===== config.mk =====
export PLATFORM = sky130hd
export DESIGN_NAME = lowpower_wake_clock_mask
export DESIGN_NICKNAME = d
export VERILOG_FILES = /design/src/hw/wake_pkg.sv /design/src/hw/countdown_if.sv /design/src/hw/countdown_timer.sv /design/src/hw/lowpower_wake_clock_mask.sv
export SDC_FILE = /design/constraint.sdc
export NUM_CORES = 1
export LEC_CHECK = 0
export ABC_AREA = 1
export BUFFER_PORTS_ARGS = -buffer_cell sky130_fd_sc_hd__buf_4
export CAP_MARGIN = 20
export CORE_MARGIN = 3
export CORE_UTILIZATION = 48
export CTS_CLUSTER_SIZE = 30
export DETAILED_ROUTE_END_ITERATION = 8
export PLACE_DENSITY_LB_ADDON = 0.25
export SYNTH_ARGS = -nofsm -noshare
export SYNTH_HDL_FRONTEND = slang
export SYNTH_SLANG_ARGS = --single-unit

===== constraint.sdc =====
create_clock -name ref_clk -period 1.8 [get_ports ref_clk]
set_input_delay 0.09 -clock ref_clk [delete_from_list [all_inputs] [get_ports ref_clk]]
set_output_delay 0.09 -clock ref_clk [all_outputs]
set_load 0.01 [all_outputs]

===== src/hw/wake_pkg.sv =====
// constants, register map and timing figures for the wake clock mask block
// assumes a single 25 MHz reference clock shared by every user of the package
package wake_pkg;
   localparam int unsigned CLK_PERIOD_NS    = 40;
   localparam int unsigned TIMER_W          = 12;

   // times in their own unit, cycle counts derived from the clock period
   localparam int unsigned OVERSHOOT_NS     = 6000;
   localparam int unsigned HOLD_LONG_NS     = 150000;
   localparam int unsigned HOLD_SHORT_NS    = 2000;
   localparam int unsigned SETTLE_FP_NS     = 2000;
   localparam int unsigned SETTLE_NORMAL_NS = 150000;

   // longest time: round down
   localparam int unsigned OVERSHOOT_CYC    = OVERSHOOT_NS / CLK_PERIOD_NS;
   // least times: round up
   localparam int unsigned HOLD_LONG_CYC    = (HOLD_LONG_NS + CLK_PERIOD_NS - 1) / CLK_PERIOD_NS;
   localparam int unsigned HOLD_SHORT_CYC   = (HOLD_SHORT_NS + CLK_PERIOD_NS - 1) / CLK_PERIOD_NS;
   localparam int unsigned SETTLE_FP_CYC    = (SETTLE_FP_NS + CLK_PERIOD_NS - 1) / CLK_PERIOD_NS;
   localparam int unsigned SETTLE_NORM_CYC  =
      (SETTLE_NORMAL_NS + CLK_PERIOD_NS - 1) / CLK_PERIOD_NS;

   // per core level thresholds of the tunable oscillator, in kHz
   localparam logic [15:0] FAST_KHZ_L0      = 16'h1388;
   localparam logic [15:0] FAST_KHZ_L1      = 16'h1D4C;
   localparam logic [15:0] FAST_KHZ_L2      = 16'h2710;
   localparam logic [15:0] FAST_KHZ_L3      = 16'h30D4;

   // sleep depths
   localparam logic [2:0]  DEPTH_THREE      = 3'h3;
   localparam logic [2:0]  DEPTH_FOUR       = 3'h4;

   // register byte offsets
   localparam logic [3:0]  OFS_SUPPLY_CTRL  = 4'h0;
   localparam logic [3:0]  OFS_CLOCK_CTRL   = 4'h4;
   localparam logic [3:0]  OFS_STATUS       = 4'h8;

   // supply control fields
   localparam int unsigned B_SUP_EN         = 0;
   localparam int unsigned B_MON_EN         = 1;
   localparam int unsigned B_SUP_FP         = 2;
   localparam int unsigned B_MON_FP         = 3;
   localparam int unsigned B_LEVEL_LO       = 4;
   localparam int unsigned B_LEVEL_HI       = 5;
   localparam logic [5:0]  SUPPLY_RESET     = 6'h03;

   // clock control fields
   localparam int unsigned B_DIV_LO         = 0;
   localparam int unsigned B_DIV_HI         = 2;
   localparam int unsigned B_SRC_XTAL       = 3;
   localparam int unsigned B_REQ_EN         = 4;
   localparam logic [4:0]  CLOCK_RESET      = 5'h10;

   // status fields
   localparam int unsigned B_ST_HOLD        = 0;
   localparam int unsigned B_ST_OVER        = 1;
   localparam int unsigned B_ST_SETTLE      = 2;
   localparam int unsigned B_ST_RESET       = 3;

   localparam logic [2:0]  DIV_MAX          = 3'h5;
endpackage : wake_pkg


===== src/hw/countdown_if.sv =====
// start and busy signals between the wake block and its countdown timers
// assumes both ends on the same reference clock
`timescale 1ns/1ps
`default_nettype none
interface countdown_if #(parameter int W = 12);
   logic         start;
   logic [W-1:0] load;
   logic         busy;
   logic         done;
   modport timer (input start, input load, output busy, output done);
   modport user  (output start, output load, input busy, input done);
endinterface : countdown_if
`default_nettype wire


===== src/hw/countdown_timer.sv =====
// reloadable down counter: busy for exactly load cycles after start
// assumes start is a one-cycle pulse on the same clock
`timescale 1ns/1ps
`default_nettype none
module countdown_timer #(
   parameter int W = 12
) (
   input  wire logic  ref_clk,
   input  wire logic  rst,
   countdown_if.timer t
);
   logic [W-1:0] cnt_reg;
   logic         done_reg;

   // a start while running reloads, so a repeated wake restarts the wait
   always_ff @(posedge ref_clk) begin
      if (rst) begin
         cnt_reg <= '0;
      end else if (t.start) begin
         cnt_reg <= t.load;
      end else if (cnt_reg != '0) begin
         cnt_reg <= cnt_reg - W'(1);
      end
   end

   always_ff @(posedge ref_clk) begin
      if (rst) begin
         done_reg <= 1'b0;
      end else begin
         done_reg <= (cnt_reg == W'(1)) && !t.start;
      end
   end

   assign t.busy = (cnt_reg != '0);
   assign t.done = done_reg;
endmodule : countdown_timer
`default_nettype wire


===== src/hw/lowpower_wake_clock_mask.sv =====
// wake hold-off, oscillator overshoot window and core level settle supervision
// assumes sleep_active comes from logic on ref_clk; vcore_ok is an analog, asynchronous level
//
// Added by the designer: the address-and-strobe port and the placing of the registers.
`timescale 1ns/1ps
`default_nettype none
// Operation
// - tunable oscillator may overshoot for up to 6 us after deep sleep exit
// - normal-performance supervisor and monitor hold the cpu 150 us after wake
// - off or full-performance supervision with fast tunable main clock shortens hold to 2 us
// - short case when both enables are 0 or both full-performance bits 1
// - subsystem clock from tunable oscillator is not masked during overshoot
// - full-performance supervision uses a settling delay of about 2 us
// - core level raise in full-performance mode resets device if voltage unsettled
// - normal mode supervision settles for about 150 us after a level raise
module lowpower_wake_clock_mask (
   input  wire logic        ref_clk,
   input  wire logic        rst,
   input  wire logic [3:0]  reg_addr,
   input  wire logic [31:0] reg_wdata,
   input  wire logic        reg_wr,
   input  wire logic        reg_rd,
   output logic      [31:0] reg_rdata,
   input  wire logic        sleep_active,
   input  wire logic [2:0]  sleep_depth,
   input  wire logic        mclk_from_tunable,
   input  wire logic [15:0] tunable_freq_khz,
   input  wire logic        vcore_ok,
   output logic             cpu_hold,
   output logic             cpu_clk_en,
   output logic             osc_overshoot,
   output logic             subsys_clk_en,
   output logic             subsys_from_xtal,
   output logic             subsys_fast,
   output logic      [2:0]  main_clock_divider,
   output logic             core_reset
);
   localparam int W = wake_pkg::TIMER_W;

   logic [5:0]  supply_reg;
   logic [4:0]  clock_reg;
   logic        reset_flag_reg;
   logic [31:0] rdata_reg;
   logic        sleep_prev_reg;
   logic [2:0]  depth_reg;
   logic        vcore_meta_reg;
   logic        vcore_sync_reg;
   logic        core_reset_reg;
   logic [4:0]  div_cnt_reg;
   logic        wake_exit;
   logic        short_hold;
   logic        level_raise;
   logic        wr_supply;

   countdown_if #(.W(W)) over_t ();
   countdown_if #(.W(W)) hold_t ();
   countdown_if #(.W(W)) settle_t ();

   countdown_timer #(.W(W)) u_over   (.ref_clk(ref_clk), .rst(rst), .t(over_t));
   countdown_timer #(.W(W)) u_hold   (.ref_clk(ref_clk), .rst(rst), .t(hold_t));
   countdown_timer #(.W(W)) u_settle (.ref_clk(ref_clk), .rst(rst), .t(settle_t));

   function automatic logic [15:0] fast_limit(input logic [1:0] level);
      case (level)
         2'h0:    fast_limit = wake_pkg::FAST_KHZ_L0;
         2'h1:    fast_limit = wake_pkg::FAST_KHZ_L1;
         2'h2:    fast_limit = wake_pkg::FAST_KHZ_L2;
         default: fast_limit = wake_pkg::FAST_KHZ_L3;
      endcase
   endfunction : fast_limit

   function automatic logic [4:0] div_mask(input logic [2:0] div);
      logic [2:0] d;
      d = (div > wake_pkg::DIV_MAX) ? wake_pkg::DIV_MAX : div;
      div_mask = 5'((6'h01 << d) - 6'h01);
   endfunction : div_mask

   // vcore_ok crosses from the analog side
   always_ff @(posedge ref_clk) begin
      if (rst) begin
         vcore_meta_reg <= 1'b0;
         vcore_sync_reg <= 1'b0;
      end else begin
         vcore_meta_reg <= vcore_ok;
         vcore_sync_reg <= vcore_meta_reg;
      end
   end

   // remember how deep the sleep was, to know whether its exit counts
   always_ff @(posedge ref_clk) begin
      if (rst) begin
         sleep_prev_reg <= 1'b0;
         depth_reg      <= 3'h0;
      end else begin
         sleep_prev_reg <= sleep_active;
         if (sleep_active) begin
            depth_reg <= sleep_depth;
         end
      end
   end

   assign wake_exit = sleep_prev_reg && !sleep_active &&
                      ((depth_reg == wake_pkg::DEPTH_THREE) ||
                       (depth_reg == wake_pkg::DEPTH_FOUR));
   assign short_hold =
      ((!supply_reg[wake_pkg::B_SUP_EN] && !supply_reg[wake_pkg::B_MON_EN]) ||
       (supply_reg[wake_pkg::B_SUP_FP] && supply_reg[wake_pkg::B_MON_FP])) &&
      mclk_from_tunable &&
      (tunable_freq_khz > fast_limit(supply_reg[wake_pkg::B_LEVEL_HI:wake_pkg::B_LEVEL_LO]));
   assign over_t.start = wake_exit;
   assign over_t.load  = W'(wake_pkg::OVERSHOOT_CYC);
   assign hold_t.start = wake_exit;
   assign hold_t.load  = short_hold ? W'(wake_pkg::HOLD_SHORT_CYC) : W'(wake_pkg::HOLD_LONG_CYC);
   assign wr_supply   = reg_wr && (reg_addr == wake_pkg::OFS_SUPPLY_CTRL);
   assign level_raise = wr_supply &&
      (reg_wdata[wake_pkg::B_LEVEL_HI:wake_pkg::B_LEVEL_LO] >
       supply_reg[wake_pkg::B_LEVEL_HI:wake_pkg::B_LEVEL_LO]);
   // settle delay follows the mode being written with the raise
   assign settle_t.start = level_raise;
   assign settle_t.load  = reg_wdata[wake_pkg::B_SUP_FP] ? W'(wake_pkg::SETTLE_FP_CYC)
                                                          : W'(wake_pkg::SETTLE_NORM_CYC);

   always_ff @(posedge ref_clk) begin
      if (rst) begin
         supply_reg <= wake_pkg::SUPPLY_RESET;
      end else if (wr_supply) begin
         supply_reg <= reg_wdata[5:0];
      end
   end

   always_ff @(posedge ref_clk) begin
      if (rst) begin
         clock_reg <= wake_pkg::CLOCK_RESET;
      end else if (reg_wr && (reg_addr == wake_pkg::OFS_CLOCK_CTRL)) begin
         clock_reg <= reg_wdata[4:0];
      end
   end

   // delay ran out before the rail settled
   always_ff @(posedge ref_clk) begin
      if (rst) begin
         core_reset_reg <= 1'b0;
      end else begin
         core_reset_reg <= settle_t.done && !vcore_sync_reg;
      end
   end

   // sticky reset cause; a new event beats a write-one clear
   always_ff @(posedge ref_clk) begin
      if (rst) begin
         reset_flag_reg <= 1'b0;
      end else if (core_reset_reg) begin
         reset_flag_reg <= 1'b1;
      end else if (reg_wr && (reg_addr == wake_pkg::OFS_STATUS) &&
                   reg_wdata[wake_pkg::B_ST_RESET]) begin
         reset_flag_reg <= 1'b0;
      end
   end

   always_ff @(posedge ref_clk) begin
      if (rst) begin
         rdata_reg <= 32'h0;
      end else if (!reg_rd) begin
         rdata_reg <= 32'h0;
      end else if (reg_addr == wake_pkg::OFS_SUPPLY_CTRL) begin
         rdata_reg <= {26'h0, supply_reg};
      end else if (reg_addr == wake_pkg::OFS_CLOCK_CTRL) begin
         rdata_reg <= {27'h0, clock_reg};
      end else if (reg_addr == wake_pkg::OFS_STATUS) begin
         rdata_reg <= {28'h0, reset_flag_reg, settle_t.busy, over_t.busy, hold_t.busy};
      end else begin
         rdata_reg <= 32'h0;
      end
   end

   always_ff @(posedge ref_clk) begin
      if (rst) begin
         div_cnt_reg <= 5'h0;
      end else begin
         div_cnt_reg <= div_cnt_reg + 5'h01;
      end
   end

   // no fetch while the hold timer runs
   assign cpu_hold   = hold_t.busy;
   assign cpu_clk_en = !hold_t.busy &&
      ((div_cnt_reg & div_mask(clock_reg[wake_pkg::B_DIV_HI:wake_pkg::B_DIV_LO])) == 5'h00);

   // the overshoot is not masked from the subsystem clock
   assign subsys_clk_en    = clock_reg[wake_pkg::B_REQ_EN];
   assign subsys_fast      = over_t.busy && !clock_reg[wake_pkg::B_SRC_XTAL] &&
                             clock_reg[wake_pkg::B_REQ_EN];
   assign subsys_from_xtal = clock_reg[wake_pkg::B_SRC_XTAL];
   assign osc_overshoot    = over_t.busy;
   assign main_clock_divider = clock_reg[wake_pkg::B_DIV_HI:wake_pkg::B_DIV_LO];
   assign core_reset       = core_reset_reg;
   assign reg_rdata        = rdata_reg;

   // checking helpers: run length of hold and settle, and expected lengths
   localparam int OS_TAIL = wake_pkg::OVERSHOOT_CYC - 7;
   logic [W-1:0] hold_run_reg;
   logic [W-1:0] hold_exp_reg;
   logic [W-1:0] settle_run_reg;
   logic [W-1:0] settle_exp_reg;

   always_ff @(posedge ref_clk) begin
      if (rst || wake_exit) begin
         hold_run_reg <= '0;
      end else if (hold_t.busy) begin
         hold_run_reg <= hold_run_reg + W'(1);
      end
   end

   always_ff @(posedge ref_clk) begin
      if (rst) begin
         hold_exp_reg <= '0;
      end else if (wake_exit) begin
         hold_exp_reg <= hold_t.load;
      end
   end

   always_ff @(posedge ref_clk) begin
      if (rst || level_raise) begin
         settle_run_reg <= '0;
      end else if (settle_t.busy) begin
         settle_run_reg <= settle_run_reg + W'(1);
      end
   end

   always_ff @(posedge ref_clk) begin
      if (rst) begin
         settle_exp_reg <= '0;
      end else if (level_raise) begin
         settle_exp_reg <= settle_t.load;
      end
   end
endmodule : lowpower_wake_clock_mask
`default_nettype wire


# Yosys cells after proc, flatten, opt, wreduce, memory -nomap -nowiden

Index checks and enable logic that the tools add are counted.

Flip-flop bits (word level): 93
Bits of input ports: 62
Output and inout bits: 42
Word-level logic and storage cells: 87

Add/sub/neg operators: 5
Magnitude comparators: 3
Equality and inequality tests: 7
Shift-type cells: 1
Muxes and demuxes: 15
Bitwise operators: 2
Reductions and logical operators: 38

Operators with widths:

| kind                                                                 | number |
|---|---|
| 12-bit two-way mux                                                   | 6 |
| 14-bit case mux with 3 select lines                                  | 1 |
| 12-bit nonzero test                                                  | 3 |
| 12-bit by 1-bit subtractor with 12-bit output, second input constant | 3 |
| 16-bit greater-than comparator                                       | 1 |
| 1-bit logical AND                                                    | 16 |
| 8-bit two-way mux                                                    | 2 |
| 12-bit by 1-bit == test with 1-bit output, second input constant     | 1 |
| 2-bit nonzero test                                                   | 4 |
| 1-bit logical NOT                                                    | 7 |
| 6-bit two-way mux                                                    | 1 |
| 5-bit by 1-bit adder with 5-bit output, second input constant        | 1 |
| 5-bit bitwise AND                                                    | 1 |
| 5-bit logical NOT                                                    | 1 |
| 5-bit two-way mux                                                    | 1 |
| 1-bit by 3-bit << shifter with 5-bit output, first input constant    | 1 |
| 5-bit by 1-bit subtractor with 5-bit output, second input constant   | 1 |
| 4-bit by 3-bit == test with 1-bit output, second input constant      | 1 |
| 4-bit == test, second input constant                                 | 1 |
| 4-bit logical NOT                                                    | 1 |
| 4-bit two-way mux                                                    | 1 |
| 2-bit OR reduction                                                   | 2 |
| 4-bit OR reduction                                                   | 1 |
| 3-bit by 2-bit == test with 1-bit output, second input constant      | 1 |
| 10 further kinds                                                     | 12 |

# Depth between registers and ports, before layout

Depth after elaboration: 7
Mapped depth: 15
Mapped depth without buffers: 15

# Modules after synthesis

Synthesis repeated with hierarchy kept, for this count alone.

Cell total of the unflattened synthesis: 662
Area total of the unflattened synthesis: 4,520.6 µm²

By module, submodules not included:

| module                   | times used | cells an instance | area an instance (µm²) |
|---|---|---|---|
| countdown_timer          | 3          | 131               | 865.8 |
| lowpower_wake_clock_mask | 1          | 269               | 1,923.1 |

# Worst setup path after synthesis

No wires, ideal clock.

Path type: flip-flop to flip-flop
From: register supply_reg[4]
To: register u_hold.cnt_reg[11]
Data arrival time: 1.820 ns
Path slack: -0.148 ns
Stages on the path, launching flop included: 15
Path through: dfxtp_1 inv_1 ha_1 ha_1 nand2_1 nor2_1 nand2_1 nand2_1 nand2_1 nand2_1 nand2_1 nand2_1 nand2_1 nand2_1 nor2_1

Cells in the longest elaborated chain, start to end: 6
Elaborated cells on any way between the ends: 8
Those cells by class: order compare: 1; eq/ne: 2; mux: 3; reduce/logical: 2

Ends and longest elaborated chain:

| element                                     | line                            | text |
|---|---|---|
| start: declaration                          | lowpower_wake_clock_mask.sv:40  | `logic [5:0] supply_reg;` |
| start signal: assignment                    | lowpower_wake_clock_mask.sv:125 | `supply_reg <= wake_pkg::SUPPLY_RESET;` |
| start signal: assignment                    | lowpower_wake_clock_mask.sv:127 | `supply_reg <= reg_wdata[5:0];` |
| 2-bit == test, or another cell as far along | lowpower_wake_clock_mask.sv:64  | `case (level)` |
| 14-bit case mux with 3 select lines (*)     | lowpower_wake_clock_mask.sv:64  |  |
| 16-bit greater-than comparator (*)          | lowpower_wake_clock_mask.sv:109 | `(tunable_freq_khz > fast_limit(supply_reg[wake_pkg::B_LEVEL_HI:wake_pkg::B_LEVEL_LO]));` |
| 1-bit logical AND (*)                       | lowpower_wake_clock_mask.sv:108 | `mclk_from_tunable &&` |
| 12-bit two-way mux (*)                      | lowpower_wake_clock_mask.sv:113 | `assign hold_t.load = short_hold ? W'(wake_pkg::HOLD_SHORT_CYC) : W'(wake_pkg::HOLD_LONG_CYC);` |
| 12-bit two-way mux (*)                      | countdown_timer.sv:19           | `end else if (t.start) begin` |
| end signal: assignment                      | countdown_timer.sv:20           | `cnt_reg <= t.load;` |
| end signal: assignment                      | countdown_timer.sv:22           | `cnt_reg <= cnt_reg - W'(1);` |
| end: declaration                            | countdown_timer.sv:12           | `logic [W-1:0] cnt_reg;` |

Mark *: on every way between the ends. The rest lies on a longest branch, timed or not.
A chain may end at the register's enable or synchronous reset.

# Final worst setup path

From: register u_hold.cnt_reg[0]
To: output port cpu_clk_en

Cells in the longest elaborated chain, start to end: 3

Ends and longest elaborated chain:

| element             | line                            | text |
|---|---|---|
| 12-bit nonzero test | countdown_timer.sv:34           | `assign t.busy = (cnt_reg != '0);` |
| 1-bit logical NOT   | lowpower_wake_clock_mask.sv:186 | `assign cpu_clk_en = !hold_t.busy &&` |
| 1-bit logical AND   | lowpower_wake_clock_mask.sv:186 |  |
| end: declaration    | lowpower_wake_clock_mask.sv:30  | `output logic cpu_clk_en,` |

Every way passes these cells.

==> flow_summary_export.csv <==
group,metric,value,unit
global_route,grt_pass1_vias,3471,
sta,setup_viol_count_final,9,
power,p_clk_frac,0.190,
synthesis,yosys_warnings,0,
sta,max_freq,513,MHz
route,num_vias,3633,
clock_tree,cts_sinks,67,
route,drc_errors,0,
clock_tree,numCtsBuffers,9,
synthesis,syn_inst,535,
route,wl_per_cell,13.5,um
layout,fin_cells,735,
die,fp.dieW,95.7,um
run_status,status,"finished with violations",
global_route,grt_first_pass_wirelength,15800,um
place,io_buffers,51,
critical_path,start_kind,"flip-flop",
critical_path,critical_path.max_fanout,2,
synthesis,yosysSeqAreaShare,0.347,
critical_path,critPathKind,"flip-flop to output pin",
clock_tree,h-tree-depth,3,
synthesis,synth_cell_types,39,
power,p_seq_frac,0.301,
critical_path,cp_data_required_time,1.71,ns
power,power.density,1450,nW/um^2
clock_tree,cts_tree,"yes",
sta,min_period_over_period,1.08,
min_path,hp-class,"input port to flip-flop",
route,avgViaCountPerCell,4.94,
route,routed_wl,9900,um
power,internal_power,4.34,mW
critical_path,end_kind,"output pin",
route,drt.antenna.violating_nets,0,
die,die_y,95.7,um
sta,timing.final.ws_setup,-0.151,ns
global_route,grt_usage,0.219,
layout,areaGrowthSynthToFinish,31.3,%
die,start_util,0.498,
power,p_switching,3.04,mW
sta,hold_viol_final,0,
clock_tree,clockBufferDepth,2,
power,peakVddDrop,0.969,mV
synthesis,netlist_area,3860,um^2
synthesis,synth_area_per_cell,7.22,um^2
sta,fin_hold_ws,0.0283,ns
place,dp.cells,693,
sta,finalClockSkew,0.00975,ns
layout,final_nets,715,
power,comb_power_share,0.509,
global_route,overflow,0,
clock_tree,clk_pin_slew,0.07,ns
global_route,grt_max_degree,25,
die,rows,32,
run_status,violations,"setup timing",
global_route,grt_antenna_before_repair,0,
sta,period_needed,1.95,ns
sta,final_max_slew_viol_count,0,
critical_path,worst-endpoint-arrival,1.86,ns
clock_tree,clock_latency,0.35,ns
place,gp_congestion,0.855,
die,dieArea,9160,um^2
sta,rsz0062_at_grt,"true",
die,io_pins,104,
synthesis,ys_ff_latch,67,
power,leakagePower,2.38,nW
die,design.core.area,7770,um^2
clock_tree,cts_root_buf,"clkbuf_8",
job,maxCapViolCount,0,
layout,num_antenna_cells,0,
layout,layout-drive-gt1-share,0.300,
power,switching_share,0.412,
place,dp_hpwl,7020,um
route,dr.pass1.iters,4,
route,drt_iter0_drc,142,
[cell usage after synthesis]
master	instances	area (um^2)
conb_1	1	3.75
nor3_2	1	10.0
xnor2_1	4	35.0
nand2_4	2	22.5
xor2_1	13	114
a21oi_2	1	8.76
clkbuf_1	5	18.8
or2_2	2	12.5
o211ai_1	2	15.0
nor3_1	10	50.1
clkinv_2	1	5.00
nand2_2	4	25.0
o22ai_1	1	6.26
o21bai_1	4	30.0
o21ai_1	1	5.00
inv_1	67	251
nor2_1	68	255
nand2_1	102	383
nor2_2	10	62.6
nand4_2	1	12.5
a21oi_1	36	180
a31oi_1	4	25.0
buf_4	26	195
a31o_2	1	8.76
buf_2	2	10.0
clkinv_4	1	8.76
a22oi_1	1	7.51
nand3_1	23	115
o31ai_1	1	7.51
dfxtp_1	67	1340
inv_2	3	11.3
ha_1	25	313
o21ai_0	22	110
nor3_4	2	32.5
nor2_4	7	78.8
nor4_1	4	25.0
nand4_1	8	50.1
nand3_2	1	10.0
o21ai_2	1	8.76
[metal layers]
layer  routed length [um]  vias to the layer above  global-route usage  part of all wire
met2                 5200                       70               0.386              0.53
met5                    0                        -                   0                 0
met4                  181                        0              0.0782             0.018
li1                     -                     1852                   -                 -
met1                 4150                     1694               0.266              0.42
met3                  368                       17              0.0367             0.037
[critical path, cell delays in order (launching register included)]
cell and delay, ns:
dfxtp_2 0.33, inv_2 0.07, ha_4 0.15, inv_4 0.04
nor2_4 0.11, nand3_2 0.11, nor2_4 0.16, nand3_2 0.11
nor2_4 0.13, inv_2 0.07, nor2_2 0.10, buf_4 0.12
[cell type report]
class | instances | area, um^2
Fill cell | 667 | 2690
Multi-Input combinational cell | 388 | 2360
Sequential cell | 67 | 1360
Timing Repair Buffer | 90 | 713
Inverter | 72 | 289
Clock buffer | 10 | 138
Tap cell | 102 | 128
Clock inverter | 6 | 88.8
[stage by stage]
stage	worst slack [ns]	utilization	total power, mW	cell area, um^2	TNS [ns]
2_1_floorplan	-0.000439	-	4.48	4030	-0.000439
4_1_cts	-0.140	0.631	7.08	4900	-0.668
6_report	-0.151	0.653	7.38	5070	-0.774
3_3_place_gp	-0.165	0.568	5.05	4410	-0.815
5_1_grt	-0.282	0.653	7.95	5070	-2.07
3_5_place_dp	-0.213	0.568	5.19	4410	-1.05
[cells by family after synthesis]
group                      share of synthesized area
adders and majority gates                     0.0809
AOI/OAI and AO/OA                              0.107
buffers and inverters                          0.129
xor gates and xnor gates                      0.0385
other                                       0.000970
and+or+nand+nor                                0.296
DFF                                            0.347
[cells in the final DEF, fill, tap and decap left out, types with 3 or more instances in the layout]
master         instances
nand3_1               20
a21oi_1               31
a31oi_1                4
buf_4                 78
xor2_1                13
nand4_1                8
nor2_1                59
inv_2                  9
dlygate4sd3_1          6
a21oi_2                6
nand2_2                8
nor4_1                 3
ha_4                   9
buf_6                  6
nor3_1                 8
dfxtp_4                3
o21ai_0               22
conb_1                26
xnor2_1                4
nor2_2                15
nor3_4                 4
nand2_1               98
inv_1                 58
nand3_2                4
ha_1                  16
o21bai_1               3
dfxtp_2                4
nor2_4                11
clkbuf_8              10
dfxtp_1               60
[power by group through the flow]
stage / logic [mW] / clock network, mW / registers, mW
floorplan: 2.35 / 0 / 2.13
global placement: 2.87 / 0 / 2.19
detailed placement: 2.99 / 0 / 2.20
finish: 3.75 / 1.40 / 2.22
global route: 4.20 / 1.49 / 2.26
CTS: 3.45 / 1.44 / 2.19
[worst paths after layout]
path | startpoint | to | slack [ns] | depth (start not counted)
setup / recovery | u_hold.cnt_reg[0] | cpu_clk_en | -0.15 | 11
hold / removal | sleep_active | depth_reg[2] | 0.03 | 3
setup reg to reg | supply_reg[4] | u_hold.cnt_reg[7] | -0.13 | 14
hold reg to reg | vcore_sync_reg | core_reset | 0.39 | 1
[what timing repair did]
item | CTS | global route
endpoints found under the hold margin | 6 | 0
gates resized for setup | 28 | 33
hold buffers | 6 | 0
endpoints found under the setup margin | 9 | 21
buffers inserted | 14 | 12
pin swaps | 15 | 11
(Power assumes the default switching activity.)
